## src/hdl/pmx_params.svh

```systemverilog
// Offsets, field positions and reset values of the pin control block.
// Assumes inclusion by bare name from the package and the top module.
`ifndef PMX_PARAMS_SVH
`define PMX_PARAMS_SVH
// ----------------------------------------------------------------
// Register byte offsets
// ----------------------------------------------------------------
`define PMX_OFS_CTRL     8'h00
`define PMX_OFS_STATUS   8'h04
`define PMX_OFS_MF_SEL   8'h08
`define PMX_OFS_MF_DIR   8'h0C
`define PMX_OFS_MF_OUT   8'h10
`define PMX_OFS_MF_IN    8'h14
`define PMX_OFS_GP_DIR   8'h18
`define PMX_OFS_GP_OUT   8'h1C
`define PMX_OFS_GP_IN    8'h20
// ----------------------------------------------------------------
// Control and status fields
// ----------------------------------------------------------------
`define PMX_CTRL_OSC_OFF 0
`define PMX_CTRL_MASTER  1
`define PMX_ST_TOPO      4
`define PMX_ST_BOOT_VLD  5
`define PMX_ST_TRST_LOW  6
`define PMX_ST_TEST_MODE 7
`define PMX_ST_RST_IND   8
// ----------------------------------------------------------------
// Multifunction pin indices
// ----------------------------------------------------------------
`define PMX_MF_RXD       0
`define PMX_MF_TXD       1
`define PMX_MF_AUD0      2
`define PMX_MF_AUD1      8
`define PMX_MF_TIMER     14
`define PMX_MF_PUMP_HI   16
`define PMX_MF_PUMP_LO   17
`define PMX_MF_PS_SYNC   18
`define PMX_MF_TEMP      19
`define PMX_MF_OC0       20
`define PMX_MF_ST0       24
// ----------------------------------------------------------------
// Reset values
// ----------------------------------------------------------------
`define PMX_CTRL_RST     2'h0
`define PMX_MF_SEL_RST   28'h0000000
`define PMX_MF_DIR_RST   28'h0030000
`define PMX_MF_OUT_RST   28'h0000000
`endif

```

## src/hdl/pmx_pkg.sv

```systemverilog
// Types shared by the pin control block.
// Assumes the params header is on the include path.
package pmx_pkg;
  `include "pmx_params.svh"
  localparam int PMX_MF_W = 28;
  localparam int PMX_NCH  = 4;

  typedef struct packed {
    logic [PMX_MF_W-1:0] sel;
    logic [PMX_MF_W-1:0] dir;
    logic [PMX_MF_W-1:0] out;
  } pmx_mf_cfg_t;

  typedef enum logic [0:0] {
    PMX_BOOT_WAIT = 1'b0,
    PMX_BOOT_DONE = 1'b1
  } pmx_boot_st_t;
endpackage

```

## src/hdl/pmx_top.sv

```systemverilog
// Pin reset state and function select for a four-channel amplifier controller.
// Assumes an APB master on CORE_CLK and pad cells resolving o/oe/i triples.
//
// Design decisions made here: the placing of the registers and register access over APB.
`timescale 1ns/100ps
`default_nettype none
`include "pmx_params.svh"
module pmx_top
  import pmx_pkg::*;
#(
  parameter int GP_W  = 8,
  parameter int XGP_W = 14
) (
  input  wire logic                CORE_CLK,
  input  wire logic                ARST_N,
  input  wire logic                PSEL,
  input  wire logic                PENABLE,
  input  wire logic                PWRITE,
  input  wire logic [7:0]          PADDR,
  input  wire logic [31:0]         PWDATA,
  output logic      [31:0]         PRDATA,
  output logic                     PREADY,
  output logic                     PSLVERR,
  input  wire logic                TOPOLOGY_SELECT_IN,
  input  wire logic [PMX_NCH-1:0]  PWM_HI_REQ,
  input  wire logic [PMX_NCH-1:0]  PWM_LO_REQ,
  output logic      [PMX_NCH-1:0]  HIGH_SIDE_DRIVE,
  output logic      [PMX_NCH-1:0]  LOW_SIDE_DRIVE,
  input  wire logic                PWM_SYNC_LINE_I,
  output logic                     PWM_SYNC_LINE_O,
  output logic                     PWM_SYNC_LINE_OE,
  input  wire logic                PWM_SYNC_TX,
  output logic                     PWM_SYNC_RX,
  input  wire logic [3:0]          BOOT_SELECT_IN,
  output logic      [3:0]          BOOT_SELECT,
  output logic                     BOOT_VALID,
  input  wire logic                POR_DETECT,
  input  wire logic                BROWNOUT_3V3,
  input  wire logic                BROWNOUT_1V8,
  output logic                     RESET_INDICATOR_OUT_LOW,
  input  wire logic                TEST_PORT_RESET_LOW,
  input  wire logic                TEST_MODE_IN,
  input  wire logic                CRYSTAL_IN,
  output logic                     OSC_BUFFER_OUT,
  input  wire logic [GP_W-1:0]     GP_PIN_I,
  output logic      [GP_W-1:0]     GP_PIN_O,
  output logic      [GP_W-1:0]     GP_PIN_OE,
  input  wire logic [XGP_W-1:0]    EXTENDED_GP_PINS_I,
  output logic      [XGP_W-1:0]    EXTENDED_GP_PINS_O,
  output logic      [XGP_W-1:0]    EXTENDED_GP_PINS_OE,
  input  wire logic [PMX_MF_W-1:0] MF_PIN_I,
  output logic      [PMX_MF_W-1:0] MF_PIN_O,
  output logic      [PMX_MF_W-1:0] MF_PIN_OE,
  input  wire logic [PMX_MF_W-1:0] MF_FUNC_O,
  input  wire logic [PMX_MF_W-1:0] MF_FUNC_OE,
  output logic      [PMX_MF_W-1:0] MF_FUNC_I
);
  localparam int PIO_W = GP_W + XGP_W;
  localparam logic [PMX_MF_W-1:0] MF_OE_RST = `PMX_MF_DIR_RST;
  localparam logic [PMX_MF_W-1:0] MF_O_RST  = `PMX_MF_OUT_RST;

  if (GP_W < 1 || XGP_W < 1 || PIO_W > 32) begin : g_chk
    $error("pmx_top: general pin widths must be 1..32 in total");
  end

  // ----------------------------------------------------------------
  // Input synchronisers
  // ----------------------------------------------------------------
  // Strap syncs carry no reset so they follow the pins while reset is held
  logic                topo_s1_ff;
  logic                topo_s2_ff;
  logic [3:0]          boot_s1_ff;
  logic [3:0]          boot_s2_ff;
  logic [PMX_MF_W-1:0] mf_s1_ff;
  logic [PMX_MF_W-1:0] mf_s2_ff;
  logic [PIO_W-1:0]    pio_s1_ff;
  logic [PIO_W-1:0]    pio_s2_ff;
  logic [2:0]          misc_s1_ff;
  logic [2:0]          misc_s2_ff;

  always_ff @(posedge CORE_CLK) begin
    topo_s1_ff <= TOPOLOGY_SELECT_IN;
    topo_s2_ff <= topo_s1_ff;
    boot_s1_ff <= BOOT_SELECT_IN;
    boot_s2_ff <= boot_s1_ff;
  end

  always_ff @(posedge CORE_CLK or negedge ARST_N) begin
    if (!ARST_N) begin
      mf_s1_ff   <= '0;
      mf_s2_ff   <= '0;
      pio_s1_ff  <= '0;
      pio_s2_ff  <= '0;
      misc_s1_ff <= 3'h0;
      misc_s2_ff <= 3'h0;
    end else begin
      mf_s1_ff   <= MF_PIN_I;
      mf_s2_ff   <= mf_s1_ff;
      pio_s1_ff  <= {EXTENDED_GP_PINS_I, GP_PIN_I};
      pio_s2_ff  <= pio_s1_ff;
      misc_s1_ff <= {TEST_MODE_IN, TEST_PORT_RESET_LOW, PWM_SYNC_LINE_I};
      misc_s2_ff <= misc_s1_ff;
    end
  end

  assign MF_FUNC_I   = mf_s2_ff;
  assign PWM_SYNC_RX = misc_s2_ff[0];

  // ----------------------------------------------------------------
  // APB register file
  // ----------------------------------------------------------------
  logic [1:0]       ctrl_ff;
  pmx_mf_cfg_t      mf_cfg_ff;
  logic [PIO_W-1:0] pio_dir_ff;
  logic [PIO_W-1:0] pio_out_ff;
  logic [31:0]      prdata_ff;
  logic             pslverr_ff;
  logic [31:0]      nxt_prdata;
  logic             nxt_pslverr;
  logic [3:0]       boot_ff;
  logic             rsto_s1_ff;
  logic             rsto_s2_ff;
  pmx_boot_st_t     boot_st_ff;
  logic             wr_en;

  // Zero wait states: read data is latched in the setup cycle
  assign wr_en   = PSEL && PENABLE && PWRITE;
  assign PREADY  = 1'b1;
  assign PRDATA  = prdata_ff;
  assign PSLVERR = pslverr_ff;

  always_comb begin
    nxt_prdata  = 32'h00000000;
    nxt_pslverr = 1'b0;
    if (PADDR == `PMX_OFS_CTRL) begin
      nxt_prdata[1:0] = ctrl_ff;
    end else if (PADDR == `PMX_OFS_STATUS) begin
      nxt_prdata[3:0]              = boot_ff;
      nxt_prdata[`PMX_ST_TOPO]     = topo_s2_ff;
      nxt_prdata[`PMX_ST_BOOT_VLD] = (boot_st_ff == PMX_BOOT_DONE);
      nxt_prdata[`PMX_ST_TRST_LOW] = misc_s2_ff[1];
      nxt_prdata[`PMX_ST_TEST_MODE] = misc_s2_ff[2];
      nxt_prdata[`PMX_ST_RST_IND]  = rsto_s2_ff;
    end else if (PADDR == `PMX_OFS_MF_SEL) begin
      nxt_prdata[PMX_MF_W-1:0] = mf_cfg_ff.sel;
    end else if (PADDR == `PMX_OFS_MF_DIR) begin
      nxt_prdata[PMX_MF_W-1:0] = mf_cfg_ff.dir;
    end else if (PADDR == `PMX_OFS_MF_OUT) begin
      nxt_prdata[PMX_MF_W-1:0] = mf_cfg_ff.out;
    end else if (PADDR == `PMX_OFS_MF_IN) begin
      nxt_prdata[PMX_MF_W-1:0] = mf_s2_ff;
    end else if (PADDR == `PMX_OFS_GP_DIR) begin
      nxt_prdata[PIO_W-1:0] = pio_dir_ff;
    end else if (PADDR == `PMX_OFS_GP_OUT) begin
      nxt_prdata[PIO_W-1:0] = pio_out_ff;
    end else if (PADDR == `PMX_OFS_GP_IN) begin
      nxt_prdata[PIO_W-1:0] = pio_s2_ff;
    end else begin
      nxt_pslverr = 1'b1;
    end
  end

  always_ff @(posedge CORE_CLK or negedge ARST_N) begin
    if (!ARST_N) begin
      prdata_ff  <= 32'h00000000;
      pslverr_ff <= 1'b0;
    end else if (PSEL && !PENABLE) begin
      prdata_ff  <= PWRITE ? 32'h00000000 : nxt_prdata;
      pslverr_ff <= nxt_pslverr;
    end
  end

  // Read-only offsets ignore writes; only unmapped offsets raise an error
  always_ff @(posedge CORE_CLK or negedge ARST_N) begin
    if (!ARST_N) begin
      ctrl_ff       <= `PMX_CTRL_RST;
      mf_cfg_ff.sel <= `PMX_MF_SEL_RST;
      mf_cfg_ff.dir <= `PMX_MF_DIR_RST;
      mf_cfg_ff.out <= `PMX_MF_OUT_RST;
      pio_dir_ff    <= '0;
      pio_out_ff    <= '0;
    end else if (wr_en) begin
      if (PADDR == `PMX_OFS_CTRL) begin
        ctrl_ff <= PWDATA[1:0];
      end else if (PADDR == `PMX_OFS_MF_SEL) begin
        mf_cfg_ff.sel <= PWDATA[PMX_MF_W-1:0];
      end else if (PADDR == `PMX_OFS_MF_DIR) begin
        mf_cfg_ff.dir <= PWDATA[PMX_MF_W-1:0];
      end else if (PADDR == `PMX_OFS_MF_OUT) begin
        mf_cfg_ff.out <= PWDATA[PMX_MF_W-1:0];
      end else if (PADDR == `PMX_OFS_GP_DIR) begin
        pio_dir_ff <= PWDATA[PIO_W-1:0];
      end else if (PADDR == `PMX_OFS_GP_OUT) begin
        pio_out_ff <= PWDATA[PIO_W-1:0];
      end
    end
  end

  assign GP_PIN_OE           = pio_dir_ff[GP_W-1:0];
  assign GP_PIN_O            = pio_out_ff[GP_W-1:0];
  assign EXTENDED_GP_PINS_OE = pio_dir_ff[PIO_W-1:GP_W];
  assign EXTENDED_GP_PINS_O  = pio_out_ff[PIO_W-1:GP_W];

  // ----------------------------------------------------------------
  // Multifunction pad mux
  // ----------------------------------------------------------------
  logic [PMX_MF_W-1:0] mf_o_ff;
  logic [PMX_MF_W-1:0] mf_oe_ff;

  for (genvar k = 0; k < PMX_MF_W; k++) begin : g_mf
    always_ff @(posedge CORE_CLK or negedge ARST_N) begin
      if (!ARST_N) begin
        mf_o_ff[k]  <= MF_O_RST[k];
        mf_oe_ff[k] <= MF_OE_RST[k];
      end else if (mf_cfg_ff.sel[k]) begin
        mf_o_ff[k]  <= mf_cfg_ff.out[k];
        mf_oe_ff[k] <= mf_cfg_ff.dir[k];
      end else begin
        mf_o_ff[k]  <= MF_FUNC_O[k];
        mf_oe_ff[k] <= MF_FUNC_OE[k];
      end
    end
  end

  // Protection and temperature inputs pass the same mux
  assign MF_PIN_O  = mf_o_ff;
  assign MF_PIN_OE = mf_oe_ff;

  // ----------------------------------------------------------------
  // PWM drive and protection
  // ----------------------------------------------------------------
  logic [PMX_NCH-1:0] hs_on_ff;
  logic [PMX_NCH-1:0] ls_on_ff;
  logic [PMX_NCH-1:0] fault;

  for (genvar c = 0; c < PMX_NCH; c++) begin : g_ch
    // Faults count only while the pin serves its protection function
    assign fault[c] = (!mf_cfg_ff.sel[`PMX_MF_OC0 + c] && mf_s2_ff[`PMX_MF_OC0 + c])
                   || (!mf_cfg_ff.sel[`PMX_MF_ST0 + c] && mf_s2_ff[`PMX_MF_ST0 + c]);
    always_ff @(posedge CORE_CLK or negedge ARST_N) begin
      if (!ARST_N) begin
        hs_on_ff[c] <= 1'b0;
        ls_on_ff[c] <= 1'b0;
      end else begin
        hs_on_ff[c] <= PWM_HI_REQ[c] && !fault[c];
        ls_on_ff[c] <= PWM_LO_REQ[c] && !fault[c];
      end
    end
  end

  // High strap means active-low high-side drive, so its idle level equals the strap
  assign HIGH_SIDE_DRIVE = hs_on_ff ^ {PMX_NCH{topo_s2_ff}};
  assign LOW_SIDE_DRIVE  = ls_on_ff;

  // ----------------------------------------------------------------
  // PWM sync line
  // ----------------------------------------------------------------
  logic sync_o_ff;
  logic sync_oe_ff;

  always_ff @(posedge CORE_CLK or negedge ARST_N) begin
    if (!ARST_N) begin
      sync_o_ff  <= 1'b0;
      sync_oe_ff <= 1'b0;
    end else begin
      sync_o_ff  <= PWM_SYNC_TX;
      sync_oe_ff <= ctrl_ff[`PMX_CTRL_MASTER];
    end
  end

  assign PWM_SYNC_LINE_O  = sync_o_ff;
  assign PWM_SYNC_LINE_OE = sync_oe_ff;

  // ----------------------------------------------------------------
  // Boot select capture
  // ----------------------------------------------------------------
  // ARST_N loads reset values into every process above except the strap synchronisers
  always_ff @(posedge CORE_CLK or negedge ARST_N) begin
    if (!ARST_N) begin
      boot_st_ff <= PMX_BOOT_WAIT;
      boot_ff    <= 4'h0;
    end else begin
      case (boot_st_ff)
        PMX_BOOT_WAIT: begin
          boot_ff    <= boot_s2_ff;
          boot_st_ff <= PMX_BOOT_DONE;
        end
        default: begin
          boot_st_ff <= PMX_BOOT_DONE;
        end
      endcase
    end
  end

  assign BOOT_SELECT = boot_ff;
  assign BOOT_VALID  = (boot_st_ff == PMX_BOOT_DONE);

  // ----------------------------------------------------------------
  // Reset indicator and oscillator buffer
  // ----------------------------------------------------------------
  // Detectors assert asynchronously, release is stretched two clocks
  logic det_n;
  assign det_n = !(POR_DETECT || BROWNOUT_3V3 || BROWNOUT_1V8);

  always_ff @(posedge CORE_CLK or negedge det_n) begin
    if (!det_n) begin
      rsto_s1_ff <= 1'b0;
      rsto_s2_ff <= 1'b0;
    end else begin
      rsto_s1_ff <= 1'b1;
      rsto_s2_ff <= rsto_s1_ff;
    end
  end

  assign RESET_INDICATOR_OUT_LOW = rsto_s2_ff;
  // Analog-style gate: a program stop may clip the last crystal pulse
  assign OSC_BUFFER_OUT = CRYSTAL_IN && !ctrl_ff[`PMX_CTRL_OSC_OFF];
endmodule
`default_nettype wire

```

## config.mk

```make
export PLATFORM = sky130hd
export DESIGN_NAME = pmx_top
export DESIGN_NICKNAME = d
export VERILOG_FILES = /design/src/hdl/pmx_pkg.sv /design/src/hdl/pmx_top.sv
export VERILOG_INCLUDE_DIRS = /design/src /design/src/hdl
export SDC_FILE = /design/constraint.sdc
export NUM_CORES = 1
export LEC_CHECK = 0
export ABC_AREA = 0
export CAP_MARGIN = 0
export CORE_ASPECT_RATIO = 1.1
export CORE_MARGIN = 2
export CORE_UTILIZATION = 57
export DETAILED_ROUTE_END_ITERATION = 7
export DONT_BUFFER_PORTS = 1
export PLACE_DENSITY = 0.81
export SETUP_SLACK_MARGIN = 0.4
export SLEW_MARGIN = 40
export SYNTH_ARGS = -nofsm -noshare
export SYNTH_HDL_FRONTEND = slang
export SYNTH_SLANG_ARGS = --single-unit
export TNS_END_PERCENT = 5
```

## constraint.sdc

```tcl
create_clock -name CORE_CLK -period 1.28 [get_ports CORE_CLK]
set_input_delay 0.192 -clock CORE_CLK [delete_from_list [all_inputs] [get_ports CORE_CLK]]
set_output_delay 0.192 -clock CORE_CLK [all_outputs]
set_load 0.005 [all_outputs]
```

Word-level counts from Yosys, hierarchy flattened
Index checks and enable logic that the tools add are counted.

storage, ports and cells
  bits in registers = 352
  bits in latches = 0
  RAM bits = 0
  memory bits (read-only) = 0
  bits of input ports = 172
  output and inout bits = 180
  word-level logic and storage cells = 227
  memories = 0

operators by class
  $add $sub $neg = 0
  multiply operators = 0
  divide/modulo/power cells = 0
  order comparisons = 0
  equality and inequality tests = 8
  shift operators = 0
  multiplexer cells = 78
  bitwise operators = 6
  reductions and logical operators = 47

operators by type and width
  kind                  number
  $mux W28              4
  $mux W22              4
  $mux W1               65
  $eq A8 B5 Y1 const B  4
  $mux W26              1
  $logic_and A1 B1 Y1   20
  $mux W19              1
  $eq A8 B4 Y1 const B  2
  $logic_not A1 Y1      14
  $mux W9               1
  $eq A8 B3 Y1 const B  1
  $eq A8 B6 Y1 const B  1
  $logic_not A8 Y1      1
  $reduce_and A7 Y1     1
  $logic_or A1 B1 Y1    6
  $mux W6               1
  $reduce_and A6 Y1     1
  $not A1 Y1            5
  $reduce_and A5 Y1     1
  $reduce_and A4 Y1     1
  $xor A4 B4 Y4         1
  $reduce_and A3 Y1     1
  $mux W2               1
  $reduce_and A2 Y1     1

Depth between registers and ports, before layout
  depth in word-level cells = 11
  gate-level depth with buffers = 8

Least setup slack after synthesis
Ideal clock, no wire load.

  path kind = input port to flip-flop
  start point = input PADDR[1]
  end point = register pio_out_ff[10]
  library setup time = 0.125 ns
  arrival = 1.715 ns
  data required time = 1.155 ns
  setup slack = -0.560 ns
  stages on the path = 7
  cells stage by stage = buf_6 > nor4_2 > buf_2 > nand3_1 > nor2_2 > buf_2 > mux2_2

on the way
  longest elaborated chain between the ends = 3
  elaborated cells between the ends (all ways) = 12
  those cells by class = eq/ne: 5; bitwise: 5; reduce/logical: 2

ends and longest elaborated chain
  element                                                RTL line        source
  start, declared                                        pmx_top.sv:19   input wire logic [7:0] PADDR,
  $eq A8 B5 Y1 (no source line) (tied with other cells)  --
  $not A1 Y1 (no source line)                            --
  $reduce_and A7 Y1 (no source line) (*)                 --
  end signal, assigned                                   pmx_top.sv:194  pio_out_ff <= PWDATA[PIO_W-1:0];
  end, declared                                          pmx_top.sv:115  logic [PIO_W-1:0] pio_out_ff;

Every way passes the cells marked *; elsewhere a longest branch is shown, timed or not.
A chain may end at the register's enable or synchronous reset.

Worst setup path in the final report
  start point = register ctrl_ff[0]
  end point = register prdata_ff[0], in the netlist PRDATA[0]

on the way
  longest elaborated chain between the ends = 2

ends and longest elaborated chain
  element                 RTL line        source
  start, declared         pmx_top.sv:112  logic [1:0] ctrl_ff;
  start signal, assigned  pmx_top.sv:176  ctrl_ff <= `PMX_CTRL_RST;
  start signal, assigned  pmx_top.sv:184  ctrl_ff <= PWDATA[1:0];
  $mux W2                 pmx_top.sv:135  if (PADDR == `PMX_OFS_CTRL) begin
  $mux W28                pmx_top.sv:168  prdata_ff <= PWRITE ? 32'h00000000 : nxt_prdata;
  end signal, assigned    pmx_top.sv:168
  end, declared           pmx_top.sv:116  logic [31:0] prdata_ff;

Every way passes these cells.

==> key figures <==
Yosys
  – Syn avg cell area: 14.20 um^2
  – Gate Count Post-Synth: 947
  – Ys async rst share: 97.13%
  – #FFs+latches synth: 348
  – Sequential share of the synthesized area: 64.42%
  – Post-synthesis cell type count: 56
  – Share of the synthesized area in the top cell type: 62.15%
  – Prevailing post-synth register cell: dfrtp_1
  – Area contributors post-synth: dfrtp_1, mux2_2, mux2i_1
  – Syn. warnings: 0
  – Cell taking the most area after synthesis: dfrtp_1
  – Post-Syn Area: 13450 um^2
  – Number of synthesized flops with an enable pin: 0

Placement
  – Number of port buffers: 0
  – Global placer's final weighted congestion: 0.8289
  – # placed instances: 1277
  – Hpwl dp: 24.26 mm

Worst setup path
  – Data arrival, critical path: 1.76 ns
  – Slowest stage delay, CP: 0.49 ns
  – CP top delay family: simple AND/OR/NAND/NOR gates
  – CP Max Fanout: 2
  – R2R setup slack: -0.06 ns
  – Critical-path cell list: buf_4, or4_4, a32o_1
  – CP max-delay cell: or4_4
  – Startpoint types: flip-flop
  – CP endpoint kind: flip-flop
  – Crit Path Class: reg -> reg
  – CP required: 1.70 ns
  – Critical R2R Launch: ctrl_ff[0]$_DFFE_PN0P_
  – RR Endpoint: PRDATA[0]$_DFFE_PN0P_
  – Buf+Inv Stages, Crit Path: 1
  – Worst Reg-to-Reg Cells: 3

GRT
  – Vias in the first global route: 10230
  – Total congestion overflow: 0
  – Largest net degree at the start of global routing: 337
  – Total track usage: 33.46%
  – Initial antenna violation count: 1
  – First-pass GRT wire length: 61.84 mm

Power and ir drop
  – Static leakage: 8.321 nW
  – Sequential power share: 49.4%
  – Sw Share: 22.75%
  – Combinational share of power: 5.6%
  – Pwr/cell area: 1294 nW/um^2
  – Clock share of power: 45.0%
  – Int Power: 18.25 mW
  – Sw power: 5.374 mW
  – Peak supply drop: 0.001282 V
  – Final Power: 23.62 mW

Route
  – DR vias: 9365
  – Drt drc: 0
  – TritonRoute pass-1 iters: 5
  – Initial DRC count: 635
  – Post-Route WL: 42.81 mm
  – WL per Instance: 28.44 um
  – Vias/cell: 6.223
  – Antenna-violating nets left: 0

Die
  – Die area: 24840 um^2
  – FP Rows: 58
  – Initial Util: 58.46%
  – Die Wd: 150.5 um
  – Die Ht: 165.1 um
  – Core ar.: 23000 um^2
  – Ports: 352

Clocking
  – Post-CTS Hold Buffers: 157
  – Max Buffers Root-to-Sink: 3
  – Reg clk slew, reported paths: 0.07 ns
  – H-tree depth: 2
  – Clk sinks: 348
  – CTS tree: built
  – Root Buffer Master: clkbuf_16
  – Worst-Skew Late Latency: 0.52 ns
  – CTS Buf Count: 36

Final layout
  – Commonest cells after routing, fill and taps aside: dfrtp_1, dlygate4sd3_1, mux2_4
  – Most common cell after layout, fill and taps aside: dfrtp_1
  – Layout cells sized above 1: 38.79%
  – Nets: 1349
  – Core Util, Final: 79.35%
  – Post-Layout Cell Count: 1505
  – P&R area growth vs syn: 35.72%

STA
  – Fmax: 744.3 MHz
  – Relative slew margins: 56.78%
  – Fin. Hold Viols: 339
  – Final worst slack: -0.06349 ns
  – RSZ-0062 raised after global routing: true
  – Tightest Pin Transition: 0.6483 ns
  – Worst clock skew: 0.01539 ns
  – Fin crit period: 1.343 ns
  – Setup violators final: 8
  – Crit share post-route: 105.0%
  – Slew Limit Fails: 0
  – Final hold slack: -0.6240 ns

Status
  – Failing checks: negative hold slack, negative setup slack
  – Outcome: finished with violations

Job
  – MaxCap Viol Count: 0

Worst hold path
  – Tightest Hold Check Type: in -> async
logic make-up (layout without fill, tap and decap cells):
logic type / after synthesis / after routing / synth area share [%]
flops: 348 / 348 / 64.42
mux: 215 / 215 / 18.24
compound gates: 201 / 201 / 9.564
simple gates: 103 / 103 / 4.717
buf+inv: 74 / 326 / 2.744
xor+xnor: 4 / 4 / 0.2605
other cells: 2 / 8 / 0.05584
power by group through the flow:
stage                     clock network, mW  registers [mW]  logic [mW]
after floorplan                           0            11.7       0.526
after global placement                    0            11.8       0.619
after detailed placement                  0            11.8       0.640
after CTS                              10.6            11.6        1.19
after global routing                   11.2            11.7        1.37
final                                  10.6            11.7        1.31
synthesized netlist by cell type, drive strengths merged (3+ instances only):
| cell | n |
|---|---|
| a21o | 12 |
| nor4 | 6 |
| mux2 | 181 |
| nand3 | 11 |
| a32oi | 7 |
| dfxtp | 10 |
| nor2 | 7 |
| nand2 | 29 |
| a22o | 6 |
| inv | 13 |
| o2111ai | 7 |
| o22ai | 18 |
| clkbuf | 29 |
| o21ai | 61 |
| a221oi | 12 |
| mux2i | 34 |
| nor3 | 3 |
| or4 | 3 |
| and2 | 8 |
| nor2b | 14 |
| a22oi | 25 |
| xor2 | 4 |
| dfrtp | 334 |
| nand2b | 9 |
| buf | 32 |
| dfstp | 4 |
| a32o | 3 |
| a21oi | 41 |
worst max-delay path by stage:
stage | start | end | slack (ns) | cells past startpoint
after floorplan | PADDR[5] | mf_cfg_ff[62]$_DFFE_PN0P_ | -0.53 | 5
after global placement | PADDR[7] | pio_dir_ff[4]$_DFFE_PN0P_ | -0.65 | 5
after detailed placement | PADDR[7] | pio_dir_ff[18]$_DFFE_PN0P_ | -0.67 | 5
after CTS | ctrl_ff[0]$_DFFE_PN0P_ | OSC_BUFFER_OUT | -0.07 | 2
after global routing | mf_cfg_ff[29]$_DFFE_PN0P_ | PRDATA[1]$_DFFE_PN0P_ | -0.13 | 5
final | ctrl_ff[0]$_DFFE_PN0P_ | PRDATA[0]$_DFFE_PN0P_ | -0.06 | 3
flip-flops by register name, summed over array words and instances, names as in the netlist, 2 cells and up:
| register | count |
|---|---|
| BOOT_SELECT | 4 |
| LOW_SIDE_DRIVE | 4 |
| MF_FUNC_I | 28 |
| MF_PIN_O | 28 |
| MF_PIN_OE | 28 |
| PRDATA | 28 |
| boot_s1_ff | 4 |
| boot_s2_ff | 4 |
| ctrl_ff | 2 |
| hs_on_ff | 4 |
| mf_cfg_ff | 84 |
| mf_s1_ff | 28 |
| misc_s1_ff | 3 |
| misc_s2_ff | 3 |
| pio_dir_ff | 22 |
| pio_out_ff | 22 |
| pio_s1_ff | 22 |
| pio_s2_ff | 22 |
per-layer routing:
| metal | part of all wire (%) | track usage, % |
|---|---|---|
| met1 | 36 | 39.53 |
| met2 | 51 | 56.61 |
| met3 | 8.5 | 9.505 |
| met4 | 4.6 | 15.95 |
| met5 | 0 | 0 |
layout make-up:
| class | count | area [um^2] |
|---|---|---|
| Sequential cell | 348 | 8708 |
| Clock buffer | 46 | 1010 |
| Timing Repair Buffer | 248 | 2567 |
| Inverter | 13 | 48.80 |
| Multi-Input combinational cell | 530 | 5356 |
| Clock inverter | 19 | 185.2 |
| Fill cell | 1216 | 4751 |
| Antenna cell | 1 | 2.502 |
| Tap cell | 300 | 375.4 |
repair_timing:
item / in CTS / in global routing
setup endpoints to repair: 360 / 398
hold endpoints to repair: 600 / 338
setup buffers: 3 / 2
gates cloned: 0 / 0
gates resized for setup: 210 / 118
pin swaps: 97 / 76
through the flow:
step	worst slack, ns	setup TNS [ns]	area [um^2]	hold WS, ns
after floorplan	-0.5346	-63.40	13510	-0.1036
after global placement	-0.6537	-64.46	14350	-0.09440
after detailed placement	-0.6693	-67.70	14350	-0.09562
after CTS	-0.07195	-0.3447	17820	-0.6553
after global routing	-0.1263	-0.7665	18250	-0.6528
final	-0.06349	-0.3844	18250	-0.6240
Power figures use the tool's default switching activity.
